`src/design/fgar_pkg.sv`:
```
/*
 * Package for the fast address gate / alternate reset block.
 * Assumes a single 100 MHz reference clock and an 8-bit host I/O bus.
 */
package fgar_pkg;
    // Register location and layout
    localparam logic [15:0] FGAR_REG_ADDR      = 16'h0092;  // Fast gate register I/O address
    localparam logic [7:0]  FGAR_REG_RESET     = 8'h24;     // Reset value as read back
    localparam logic [7:0]  FGAR_RD_FIXED_ONES = 8'h24;     // Bits 5 and 2 read as one
    localparam int          FGAR_BIT_RST       = 0;         // Alternate reset request bit
    localparam int          FGAR_BIT_GATE      = 1;         // Alternate address gate bit
    localparam int          FGAR_CFG_EN_BIT    = 2;         // Enable bit in gate config register
    // Timing, in nanoseconds, and derived clock counts
    localparam int          FGAR_CLK_NS        = 10;        // Reference clock period
    localparam int          FGAR_DELAY_NS      = 14000;     // Least delay before the pulse
    localparam int          FGAR_PULSE_NS      = 6000;      // Least pulse width
    localparam int          FGAR_DRIVE_NS      = 500;       // Active high drive time
    localparam int          FGAR_DELAY_CYC     = (FGAR_DELAY_NS + FGAR_CLK_NS - 1) / FGAR_CLK_NS;
    localparam int          FGAR_PULSE_CYC     = (FGAR_PULSE_NS + FGAR_CLK_NS - 1) / FGAR_CLK_NS;
    localparam int          FGAR_DRIVE_CYC     = (FGAR_DRIVE_NS + FGAR_CLK_NS - 1) / FGAR_CLK_NS;
    localparam int          FGAR_CNT_W         = 11;        // Wide enough for the longest count

    // Alternate reset sequencer states, Gray along the path
    typedef enum logic [1:0] {
        FGAR_IDLE  = 2'b00,
        FGAR_WAIT  = 2'b01,
        FGAR_PULSE = 2'b11,
        FGAR_DONE  = 2'b10
    } fgar_rst_st_t;

    // One port pin as level and enable
    typedef struct packed {
        logic o;   // Driven level
        logic oe;  // High while driving
    } fgar_pin_t;

    // Host bus access
    typedef struct packed {
        logic [15:0] addr;  // I/O address
        logic [7:0]  wdata; // Write data
        logic        wr;    // Write strobe, one cycle
        logic        rd;    // Read strobe, one cycle
    } fgar_bus_t;
endpackage

```
`src/design/fgar_top.sv`:
```
/*
 * Fast address gate and alternate CPU reset register, plus the three
 * keyboard-controller port output drivers.
 * Assumes host bus strobes, config bits and controller signals are
 * synchronous to i_ref_clk; CPU reset input is a pin and is synchronised.
 */
`timescale 1ns/1ps
// Functional notes
// - Register access only when config enable set
// - Bit0 set: wait 14us, pulse low 6us
// - New pulse only after bit0 cleared
// - Reset clears bit0, reset output high
// - Combined reset is AND, polarity configurable
// - Bit1 drives alternate gate level
// - Line20 mask is OR of gates
// - Reset drives alternate gate low
// - Controller port bit is software gate
// - Port value zero drives pin low
// - Rising value drives high briefly, then releases
// - Open drain never drives high
// - Controller mode ignores input/invert config
module fgar_top
    import fgar_pkg::*;
#(
    parameter int DELAY_CYC = FGAR_DELAY_CYC,
    parameter int PULSE_CYC = FGAR_PULSE_CYC
) (
    // Clock and reset
    input  wire logic       i_ref_clk,
    input  wire logic       i_arst_n,
    // Host I/O bus
    input  wire fgar_bus_t  i_bus,
    output logic [7:0]      o_rdata,
    output logic            o_rvalid,
    // Configuration
    input  wire logic [7:0] i_kbd_reset_gate_cfg,
    input  wire logic       i_reset_polarity_inv,
    input  wire logic       i_open_drain,
    input  wire logic       i_gp_as_input,
    input  wire logic       i_gp_invert,
    // Keyboard controller side
    input  wire logic       i_kbc_cpu_reset_n,
    input  wire logic       i_kbc_gate_port_bit,
    input  wire logic       i_cpu_reset_in,
    input  wire logic [2:0] i_kbc_out,
    // Outputs
    output logic            o_combined_reset_out,
    output logic            o_alternate_cpu_reset_n,
    output logic            o_alternate_addr_gate,
    output logic            o_cpu_line20_mask_n,
    output fgar_pin_t [2:0] o_kbc_pin
);
    // Register and sequencer state
    logic                  rst_bit_q;   // Bit 0 of the register
    logic                  gate_bit_q;  // Bit 1 of the register
    logic                  armed_q;     // Pulse allowed for this bit-0 setting
    fgar_rst_st_t          st_q;        // Sequencer state
    logic [FGAR_CNT_W-1:0] cnt_q;       // Sequencer counter
    logic                  cpu_reset_in_s1_q; // Synchroniser first stage
    logic                  cpu_reset_in_s2_q; // Synchroniser second stage
    logic                  en;          // Register enabled
    logic                  hit_wr;      // Enabled write
    logic                  hit_rd;      // Enabled read
    logic                  alt_low;     // Alternate reset active

    // Address decode used for both reads and writes
    function automatic logic fgar_hit(input logic [15:0] a);
        return a == FGAR_REG_ADDR;
    endfunction

    assign en     = i_kbd_reset_gate_cfg[FGAR_CFG_EN_BIT];
    assign hit_wr = i_bus.wr && en && fgar_hit(i_bus.addr);
    assign hit_rd = i_bus.rd && en && fgar_hit(i_bus.addr);
    assign alt_low = (st_q == FGAR_PULSE);

    // CPU reset pin synchroniser
    always_ff @(posedge i_ref_clk or negedge i_arst_n) begin
        if (!i_arst_n) begin
            cpu_reset_in_s1_q <= 1'b0;
            cpu_reset_in_s2_q <= 1'b0;
        end else begin
            cpu_reset_in_s1_q <= i_cpu_reset_in;
            cpu_reset_in_s2_q <= cpu_reset_in_s1_q;
        end
    end

    // Register bits 0 and 1
    always_ff @(posedge i_ref_clk or negedge i_arst_n) begin
        if (!i_arst_n) begin
            rst_bit_q  <= 1'b0;
            gate_bit_q <= 1'b0;
        end else if (hit_wr) begin
            rst_bit_q  <= i_bus.wdata[FGAR_BIT_RST];
            gate_bit_q <= i_bus.wdata[FGAR_BIT_GATE];
        end
    end

    // Read data; reserved bits fixed
    always_ff @(posedge i_ref_clk or negedge i_arst_n) begin
        if (!i_arst_n) begin
            o_rdata  <= 8'h00;
            o_rvalid <= 1'b0;
        end else begin
            o_rvalid <= hit_rd;
            if (hit_rd) begin
                o_rdata <= FGAR_RD_FIXED_ONES |
                           {6'h00, gate_bit_q, rst_bit_q};
            end
        end
    end

    // Re-arm only once bit 0 has gone back to zero
    always_ff @(posedge i_ref_clk or negedge i_arst_n) begin
        if (!i_arst_n) begin
            armed_q <= 1'b1;
        end else if (!rst_bit_q) begin
            armed_q <= 1'b1;
        end else if (st_q == FGAR_WAIT) begin
            armed_q <= 1'b0;
        end
    end

    // Delay then low pulse sequencer
    always_ff @(posedge i_ref_clk or negedge i_arst_n) begin
        if (!i_arst_n) begin
            st_q  <= FGAR_IDLE;
            cnt_q <= '0;
        end else begin
            unique case (st_q)
                FGAR_IDLE: begin
                    // Start on a set bit that has not pulsed yet
                    if (rst_bit_q && armed_q) begin
                        st_q  <= FGAR_WAIT;
                        cnt_q <= FGAR_CNT_W'(DELAY_CYC - 1);
                    end
                end
                FGAR_WAIT: begin
                    // Count the lead-in delay
                    if (cnt_q == '0) begin
                        st_q  <= FGAR_PULSE;
                        cnt_q <= FGAR_CNT_W'(PULSE_CYC - 1);
                    end else begin
                        cnt_q <= cnt_q - 1'b1;
                    end
                end
                FGAR_PULSE: begin
                    // Hold the output low
                    if (cnt_q == '0) begin
                        st_q <= FGAR_DONE;
                    end else begin
                        cnt_q <= cnt_q - 1'b1;
                    end
                end
                FGAR_DONE: begin
                    // Wait for bit 0 to clear
                    if (!rst_bit_q) begin
                        st_q <= FGAR_IDLE;
                    end
                end
            endcase
        end
    end

    // Reset and gate outputs
    always_ff @(posedge i_ref_clk or negedge i_arst_n) begin
        if (!i_arst_n) begin
            o_alternate_cpu_reset_n <= 1'b1;
            o_alternate_addr_gate   <= 1'b0;
            o_cpu_line20_mask_n     <= 1'b0;
            o_combined_reset_out    <= 1'b1;
        end else begin
            o_alternate_cpu_reset_n <= !alt_low;
            o_alternate_addr_gate   <= gate_bit_q;
            // Controller port bit acts as software gate, CPU reset also forces it
            o_cpu_line20_mask_n <= i_kbc_gate_port_bit | gate_bit_q | cpu_reset_in_s2_q;
            // AND the active-low pulses, then apply pin polarity
            o_combined_reset_out <= (i_kbc_cpu_reset_n & (!(en && alt_low)))
                                    ^ i_reset_polarity_inv;
        end
    end

    // Port drivers; input and invert settings are not wired in
    generate
        for (genvar g = 0; g < 3; g++) begin : g_port
            fgar_port_drv u_drv (
                .i_ref_clk    (i_ref_clk),
                .i_arst_n     (i_arst_n),
                .i_val        (i_kbc_out[g]),
                .i_open_drain (i_open_drain),
                .o_pin        (o_kbc_pin[g])
            );
        end
    endgenerate

    // Unused config kept visible for reviewers
    logic unused_cfg;
    assign unused_cfg = i_gp_as_input ^ i_gp_invert;

    // Disabled register never answers
    no_access_a: assert property (@(posedge i_ref_clk) disable iff (!i_arst_n)
        !en |=> !o_rvalid) else $error("access while disabled");
    // Fixed bits on readback
    rd_fixed_a: assert property (@(posedge i_ref_clk) disable iff (!i_arst_n)
        o_rvalid |-> (o_rdata & 8'hFC) == FGAR_RD_FIXED_ONES) else $error("reserved bits wrong");
    // Pulse starts after the delay
    delay_a: assert property (@(posedge i_ref_clk) disable iff (!i_arst_n)
        $rose(st_q == FGAR_WAIT) |-> (st_q == FGAR_WAIT)[*8]) else $error("pulse too early");
    // Pulse width held
    pulse_a: assert property (@(posedge i_ref_clk) disable iff (!i_arst_n)
        $fell(o_alternate_cpu_reset_n) |-> !o_alternate_cpu_reset_n[*8]) else $error("pulse too short");
    // No second pulse while bit stays set
    rearm_a: assert property (@(posedge i_ref_clk) disable iff (!i_arst_n)
        st_q == FGAR_DONE && rst_bit_q |=> st_q == FGAR_DONE) else $error("re-pulse without clear");
    // Gate output follows bit 1
    gate_follow_a: assert property (@(posedge i_ref_clk) disable iff (!i_arst_n)
        hit_wr |=> ##1 o_alternate_addr_gate == $past(i_bus.wdata[FGAR_BIT_GATE], 2))
        else $error("gate not following write");
    // Mask high when alternate gate high
    mask_or_a: assert property (@(posedge i_ref_clk) disable iff (!i_arst_n)
        gate_bit_q |=> o_cpu_line20_mask_n) else $error("mask not high");
    // Combined reset asserted with controller reset
    comb_rst_a: assert property (@(posedge i_ref_clk) disable iff (!i_arst_n)
        !i_kbc_cpu_reset_n |=> o_combined_reset_out == $past(i_reset_polarity_inv))
        else $error("combined reset wrong");
endmodule

```
`src/design/fgar_port_drv.sv`:
```
/*
 * One keyboard-controller port output driver.
 * Assumes port value is synchronous to i_ref_clk.
 */
`timescale 1ns/1ps
module fgar_port_drv
    import fgar_pkg::*;
#(
    parameter int DRIVE_CYC = FGAR_DRIVE_CYC
) (
    // Clock and reset
    input  wire logic i_ref_clk,
    input  wire logic i_arst_n,
    // Control
    input  wire logic i_val,
    input  wire logic i_open_drain,
    // Pin
    output fgar_pin_t o_pin
);
    logic [FGAR_CNT_W-1:0] cnt_q;  // Remaining drive-high cycles
    logic                  val_q;  // Previous port value

    // Track edges and count the boost window
    always_ff @(posedge i_ref_clk or negedge i_arst_n) begin
        if (!i_arst_n) begin
            val_q <= 1'b1;
            cnt_q <= '0;
        end else begin
            val_q <= i_val;
            if (i_val && !val_q && !i_open_drain) begin
                cnt_q <= FGAR_CNT_W'(DRIVE_CYC);
            end else if (!i_val || i_open_drain) begin
                cnt_q <= '0;
            end else if (cnt_q != '0) begin
                cnt_q <= cnt_q - 1'b1;
            end
        end
    end

    // Low drives, high drives only during the window, then released
    always_ff @(posedge i_ref_clk or negedge i_arst_n) begin
        if (!i_arst_n) begin
            o_pin <= '0;
        end else begin
            o_pin.o  <= i_val;
            // Window term gated too: a switch to open drain mid-window must not drive high
            o_pin.oe <= !i_val ||
                        (i_val && !val_q && !i_open_drain) ||
                        (!i_open_drain && cnt_q > FGAR_CNT_W'(1));
        end
    end

    // Never drives high in open-drain mode
    od_no_high_a: assert property (@(posedge i_ref_clk) disable iff (!i_arst_n)
        $past(i_open_drain) && $past(i_val) |-> !o_pin.oe) else $error("open drain drove high");
    // Zero drives low next cycle
    zero_low_a: assert property (@(posedge i_ref_clk) disable iff (!i_arst_n)
        !i_val |=> o_pin.oe && !o_pin.o) else $error("zero not driven low");
endmodule

```
`config.mk`:
```
export PLATFORM = sky130hd
export DESIGN_NAME = fgar_top
export DESIGN_NICKNAME = d
export VERILOG_FILES = /design/src/design/fgar_pkg.sv /design/src/design/fgar_top.sv /design/src/design/fgar_port_drv.sv
export SDC_FILE = /design/constraint.sdc
export NUM_CORES = 1
export LEC_CHECK = 0
export BUFFER_PORTS_ARGS = -buffer_cell sky130_fd_sc_hd__buf_2
export CORE_ASPECT_RATIO = 0.6
export CORE_MARGIN = 2
export CORE_UTILIZATION = 60
export CTS_CLUSTER_DIAMETER = 120
export DETAILED_ROUTE_END_ITERATION = 8
export GPL_ROUTABILITY_DRIVEN = 0
export PLACE_DENSITY = 0.85
export SETUP_SLACK_MARGIN = 0.02
export SYNTH_ARGS = -nofsm -noshare
export SYNTH_HDL_FRONTEND = slang
export SYNTH_HIERARCHICAL = 1
export SYNTH_SLANG_ARGS = --single-unit
```
`constraint.sdc`:
```
create_clock -name i_ref_clk -period 6.15 [get_ports i_ref_clk]
set_clock_uncertainty 0.1 [all_clocks]
set_input_delay 0.9225 -clock i_ref_clk [delete_from_list [all_inputs] [get_ports i_ref_clk]]
set_output_delay 0.9225 -clock i_ref_clk [all_outputs]
set_load 0.05 [all_outputs]
```
**After elaboration in Yosys (flattened, before gate mapping)**

Cells that the tools add are included.
W data, S select, Z words.

- Register bits after elaboration: 68
- Output and inout port bits: 19
- Word-level logic and storage cells: 110

- $add $sub $neg: 4
- Magnitude comparators: 3
- Equality and inequality tests: 10
- Multiplexer cells: 20
- Bitwise operators: 4
- Reduce and logical (&&, ||, !) cells: 44

Operators by type and width:

| kind | number |
|---|---|
| $mux W11 | 12 |
| $sub A11 B1 Y11 const B | 4 |
| $gt A11 B1 Y1 const B | 3 |
| $pmux W11 S3 | 1 |
| $reduce_bool A11 Y1 | 3 |
| $eq A16 B8 Y1 const B | 1 |
| $logic_and A1 B1 Y1 | 15 |
| $reduce_bool A3 Y1 | 4 |
| $logic_not A11 Y1 | 1 |
| $logic_not A1 Y1 | 9 |
| $logic_or A1 B1 Y1 | 9 |
| $mux W2 | 4 |
| $pmux W2 S4 | 1 |
| $ne A2 B1 Y1 const B | 3 |
| $ne A2 B2 Y1 const B | 3 |
| $eq A2 B2 Y1 const B | 2 |
| $reduce_and A4 Y1 | 1 |
| $reduce_and A3 Y1 | 1 |
| $eq A2 B1 Y1 const B | 1 |
| $logic_not A2 Y1 | 1 |
| $mux W1 | 2 |
| $or A1 B1 Y1 | 2 |
| $and A1 B1 Y1 | 1 |
| $xor A1 B1 Y1 | 1 |

**Depth between registers and ports, before layout**

- Word-level depth: 5
- Gate-level depth with buffers: 7

**Cells and area by module**

Netlist, hierarchy kept.

By module, submodules not included:

| module | instances | cells each | area each (um2) |
|---|---|---|---|
| fgar_port_drv | 3 | 72 | 714.4 |
| fgar_top | 1 | 124 | 1317.5 |

**Worst setup path after synthesis**

OpenSTA, ideal clock, no wires.

- Path type: input-to-reg
- Start point: input port i_bus[10] (netlist bit)
- End point: register o_rdata[0]
- Setup time: 0.125 ns
- Arrival: 2.192 ns
- Path slack: 3.733 ns
- Stages: 4
- Cell sequence: or4_1 > nor4_2 > nand3_1 > mux2_2

- Longest elaborated chain between the ends: 2

RTL lines:

| element | line | source |
|---|---|---|
| start: declaration | fgar_top.sv:32 | `input wire fgar_bus_t i_bus,` |
| $eq A16 B8 Y1 | fgar_top.sv:68 | `return a == FGAR_REG_ADDR;` |
| $logic_and A1 B1 Y1 | fgar_top.sv:73 | `assign hit_rd = i_bus.rd && en && fgar_hit(i_bus.addr);` |
| end signal: assignment | fgar_top.sv:106 | `o_rdata <= FGAR_RD_FIXED_ONES \|` |
| end: declaration | fgar_top.sv:33 | `output logic [7:0] o_rdata,` |

No other way between the ends.
A chain may end at the register's enable or synchronous reset.

**Worst setup path in the final report**

Ends and elaborated chain as after synthesis.

==> results_dict.tcl <==
set metrics [dict create \
    met1_length_um 3290 \
    tightest_slew_ns 0.836 \
    start_util_pct 62.1 \
    ys_types 53 \
    fp-row-count 21 \
    fill_cells 398 \
    final_common_cell "dfrtp_1" \
    clk_pin_slew_worst_paths_ns 0.07 \
    ys_top_cells_by_area "dfrtp_1 45%, dfstp_2 4.6%, a21oi_1 3.9%, nor2_1 3.4%, o21ai_0 3.3%" \
    path_class "input port to flip-flop" \
    gr-total-overflow 0 \
    worstPathRequired_ns 6.27 \
    drc 0 \
    postRouteAntennaNets 0 \
    areaGrowthSynthToFinish_pct 14.4 \
    wl_met3_um 423 \
    worstSetupStartpointType "input port" \
    crit_cells 5 \
    clk_path_buf_depth 2 \
    critPathSlowestCell "or4_1" \
    hold_viol_final 0 \
    final_cell_mix "62 x dfrtp_1, 45 x buf_2, 31 x nor2_1" \
    clock.fmax_ghz 0.433 \
    ys_seq_area_share_pct 49.4 \
    track_usage_pct 24.6 \
    worstHoldPathType "flip-flop to flip-flop" \
    status "finished clean" \
    grt_pass1_wl_um 12300 \
    grt_setup_unrepaired "false" \
    cp_slowest_stage_delay_ns 0.53 \
    critPathCaptureType "flip-flop" \
    hold_slack_ns 0.262 \
    netlist_area_um2 3460 \
    hpwl_um 5160 \
    period_share_pct 37.6 \
    drv_slew 0 \
    antenna_cells 0 \
    ys_ff_latch 68 \
    htreeDepth 3 \
    drtPass1Iterations 5 \
    cts_tree "built" \
    yosysWarnings 6 \
    core_area_um2 5570 \
    worstSkewPairLatency_ns 0.33 \
    dieWidth_um 102 \
    setup_violations 0 \
    maxUsedRoutingLayer "met4" \
    cts_hold_buf 0 \
    synth_ff_type "dfrtp_1" \
    drt_iter0_drc 200 \
    cts-resized-gates 0 \
    leakagePower_nw 1.92 \
    vias 2776 \
    cts_setup_buffers 0 \
    root_buffer "clkbuf_8" \
    ff2ff_path_depth 6 \
    relSlewSlack_pct 44.3 \
    dieArea_um2 6410 \
    io_pins 65 \
    portBuffers 45 \
    crit_fanout 4 \
    drt-wirelength-per-cell_um 15.2 \
    critical_path_buf_inv_count 1 \
    p_per_area_nw_per_um2 289 \
    vias_per_cell 5.88 \
    antenna_found_initial 0 \
    worstPathArrival_ns 2.43 \
    synth.avg_cell_area_um2 10.2 \
    synth_cells 340 \
    holdPathStages 0 \
    cts.sinks 68 \
    path_cells "buf_2 > or4_1 > nor4_2 > nand3_1 > mux2_2" \
    cap_violations 0 \
    async_flop_share_pct 100 \
    cts-buffers-inserted 9 \
    final_util_pct 71.0 \
    nNetsFinal 441 \
    grt_max_degree 69 \
    setup_tns_ns 0 \
    fin_crit_ns 2.31 \
    yosys.area.top_type "dfrtp_1" \
    crit_family "simple AND/OR/NAND/NOR gates" \
    drt_wl_total_um 7190 \
    grt_pass1_vias 2668 \
    synth_edf_count 0 \
    wl_met2_um 3400 \
    yosysTopAreaCellShare_pct 44.8 \
    ir_drop_mv 0.234 \
    power.total_mw 1.15 \
    layout-drive-gt1-share_pct 26.0 \
    die_h_um 62.8 \
]
[report_power, final]
part	switching [mW]	internal [mW]	leakage, nW
clock network	0.168	0.239	0.113
registers	0.0232	0.469	0.893
logic	0.148	0.0978	0.912
[final cells by class]
class	count	area, um2	share of cell area [%]
clock buffers	10	138	3.48
flip-flops and latches	68	1710	43.2
clock inverters	6	86.3	2.18
repair buffers	46	233	5.88
multi-input cells	246	1630	41.2
inverters	16	60.1	1.52
well taps	80	100	2.53
[synth_stat cells (5+ instances only)]
cell      instances
nor2_1           31
or2_2             5
nor3b_1           7
or4_1             7
inv_1            16
nor3_1           10
nand3b_1          5
dfrtp_1          62
xnor2_1           7
o21ai_0          23
clkbuf_1          7
mux2_2            7
ha_1              8
nor4_1            7
nand3_1           6
or3_1            11
o31ai_1           5
buf_4             6
nand2_1          20
dfstp_2           6
a21oi_1          27
[stage by stage]
step                      area (um2)  worst slack [ns]  instances
after floorplan                 3470              3.73        343
after global placement          3730              3.51        456
after detailed placement        3730              3.45        456
after CTS                       3960              3.81        472
after global routing            3960              3.70        472
final                           3960              3.84        472
[registers in the layout (all words and copies together) (netlist names)]
register / flops
cnt_q: 11
armed_q: 1
g_port.u_drv/cnt_q: 33
gate_bit_q: 1
o_alternate_cpu_reset_n: 1
o_alternate_addr_gate: 1
o_combined_reset_out: 1
cpu_reset_in_s2_q: 1
o_cpu_line20_mask_n: 1
o_rdata: 3
g_port.u_drv/o_pin: 6
st_q: 2
rst_bit_q: 1
cpu_reset_in_s1_q: 1
o_rvalid: 1
g_port.u_drv/val_q: 3
[metal layers]
metal | vias up | global-route usage (%)
met5 | - | 0
met4 | 0 | 8.00
met3 | 14 | 7.05
met2 | 99 | 37.3
met1 | 1337 | 34.2
li1 | 1326 | -
[worst reg2reg max path, stage by stage (launching register included)]
cell	delay, ns
dfrtp_1	0.42
inv_1	0.11
ha_1	0.19
nor3b_1	0.51
nand2_1	0.20
o31a_2	0.32
a221o_1	0.29
[worst paths after layout]
kind / from / end / slack [ns]
worst max-delay path: i_bus[10] / o_rdata[0]$_DFFE_PN0P_ / 3.84
min in group asynchronous: i_arst_n / g_port[0].u_drv/cnt_q[3]$_DFFE_PN0P_ / 0.66
worst min register to register: cpu_reset_in_s1_q$_DFF_PN0_ / cpu_reset_in_s2_q$_DFF_PN0_ / 0.26
max in group asynchronous: i_arst_n / g_port[2].u_drv/o_pin[1]$_DFF_PN0_ / 4.73
worst min-delay path: cpu_reset_in_s1_q$_DFF_PN0_ / cpu_reset_in_s2_q$_DFF_PN0_ / 0.26
worst max register to register: cnt_q[0]$_DFFE_PN0P_ / cnt_q[8]$_DFFE_PN0P_ / 3.89
[cells by family (layout without fill, tap and decap cells)]
| kind of cell | after synthesis | count (layout) | share of synthesized area [%] |
|---|---|---|---|
| AND/OR/NAND/NOR | 139 | 139 | 24.0 |
| flip-flops | 68 | 68 | 49.4 |
| AO/OA/AOI/OAI | 78 | 78 | 14.9 |
| other | 1 | 4 | 0.108 |
| XOR/XNOR | 7 | 7 | 1.77 |
| multiplexers | 10 | 10 | 3.15 |
| adder cells (fa/ha/maj) | 8 | 8 | 2.89 |
| buffers and inverters | 29 | 78 | 3.80 |
No activity file was read; power rests on OpenSTA's default activity.
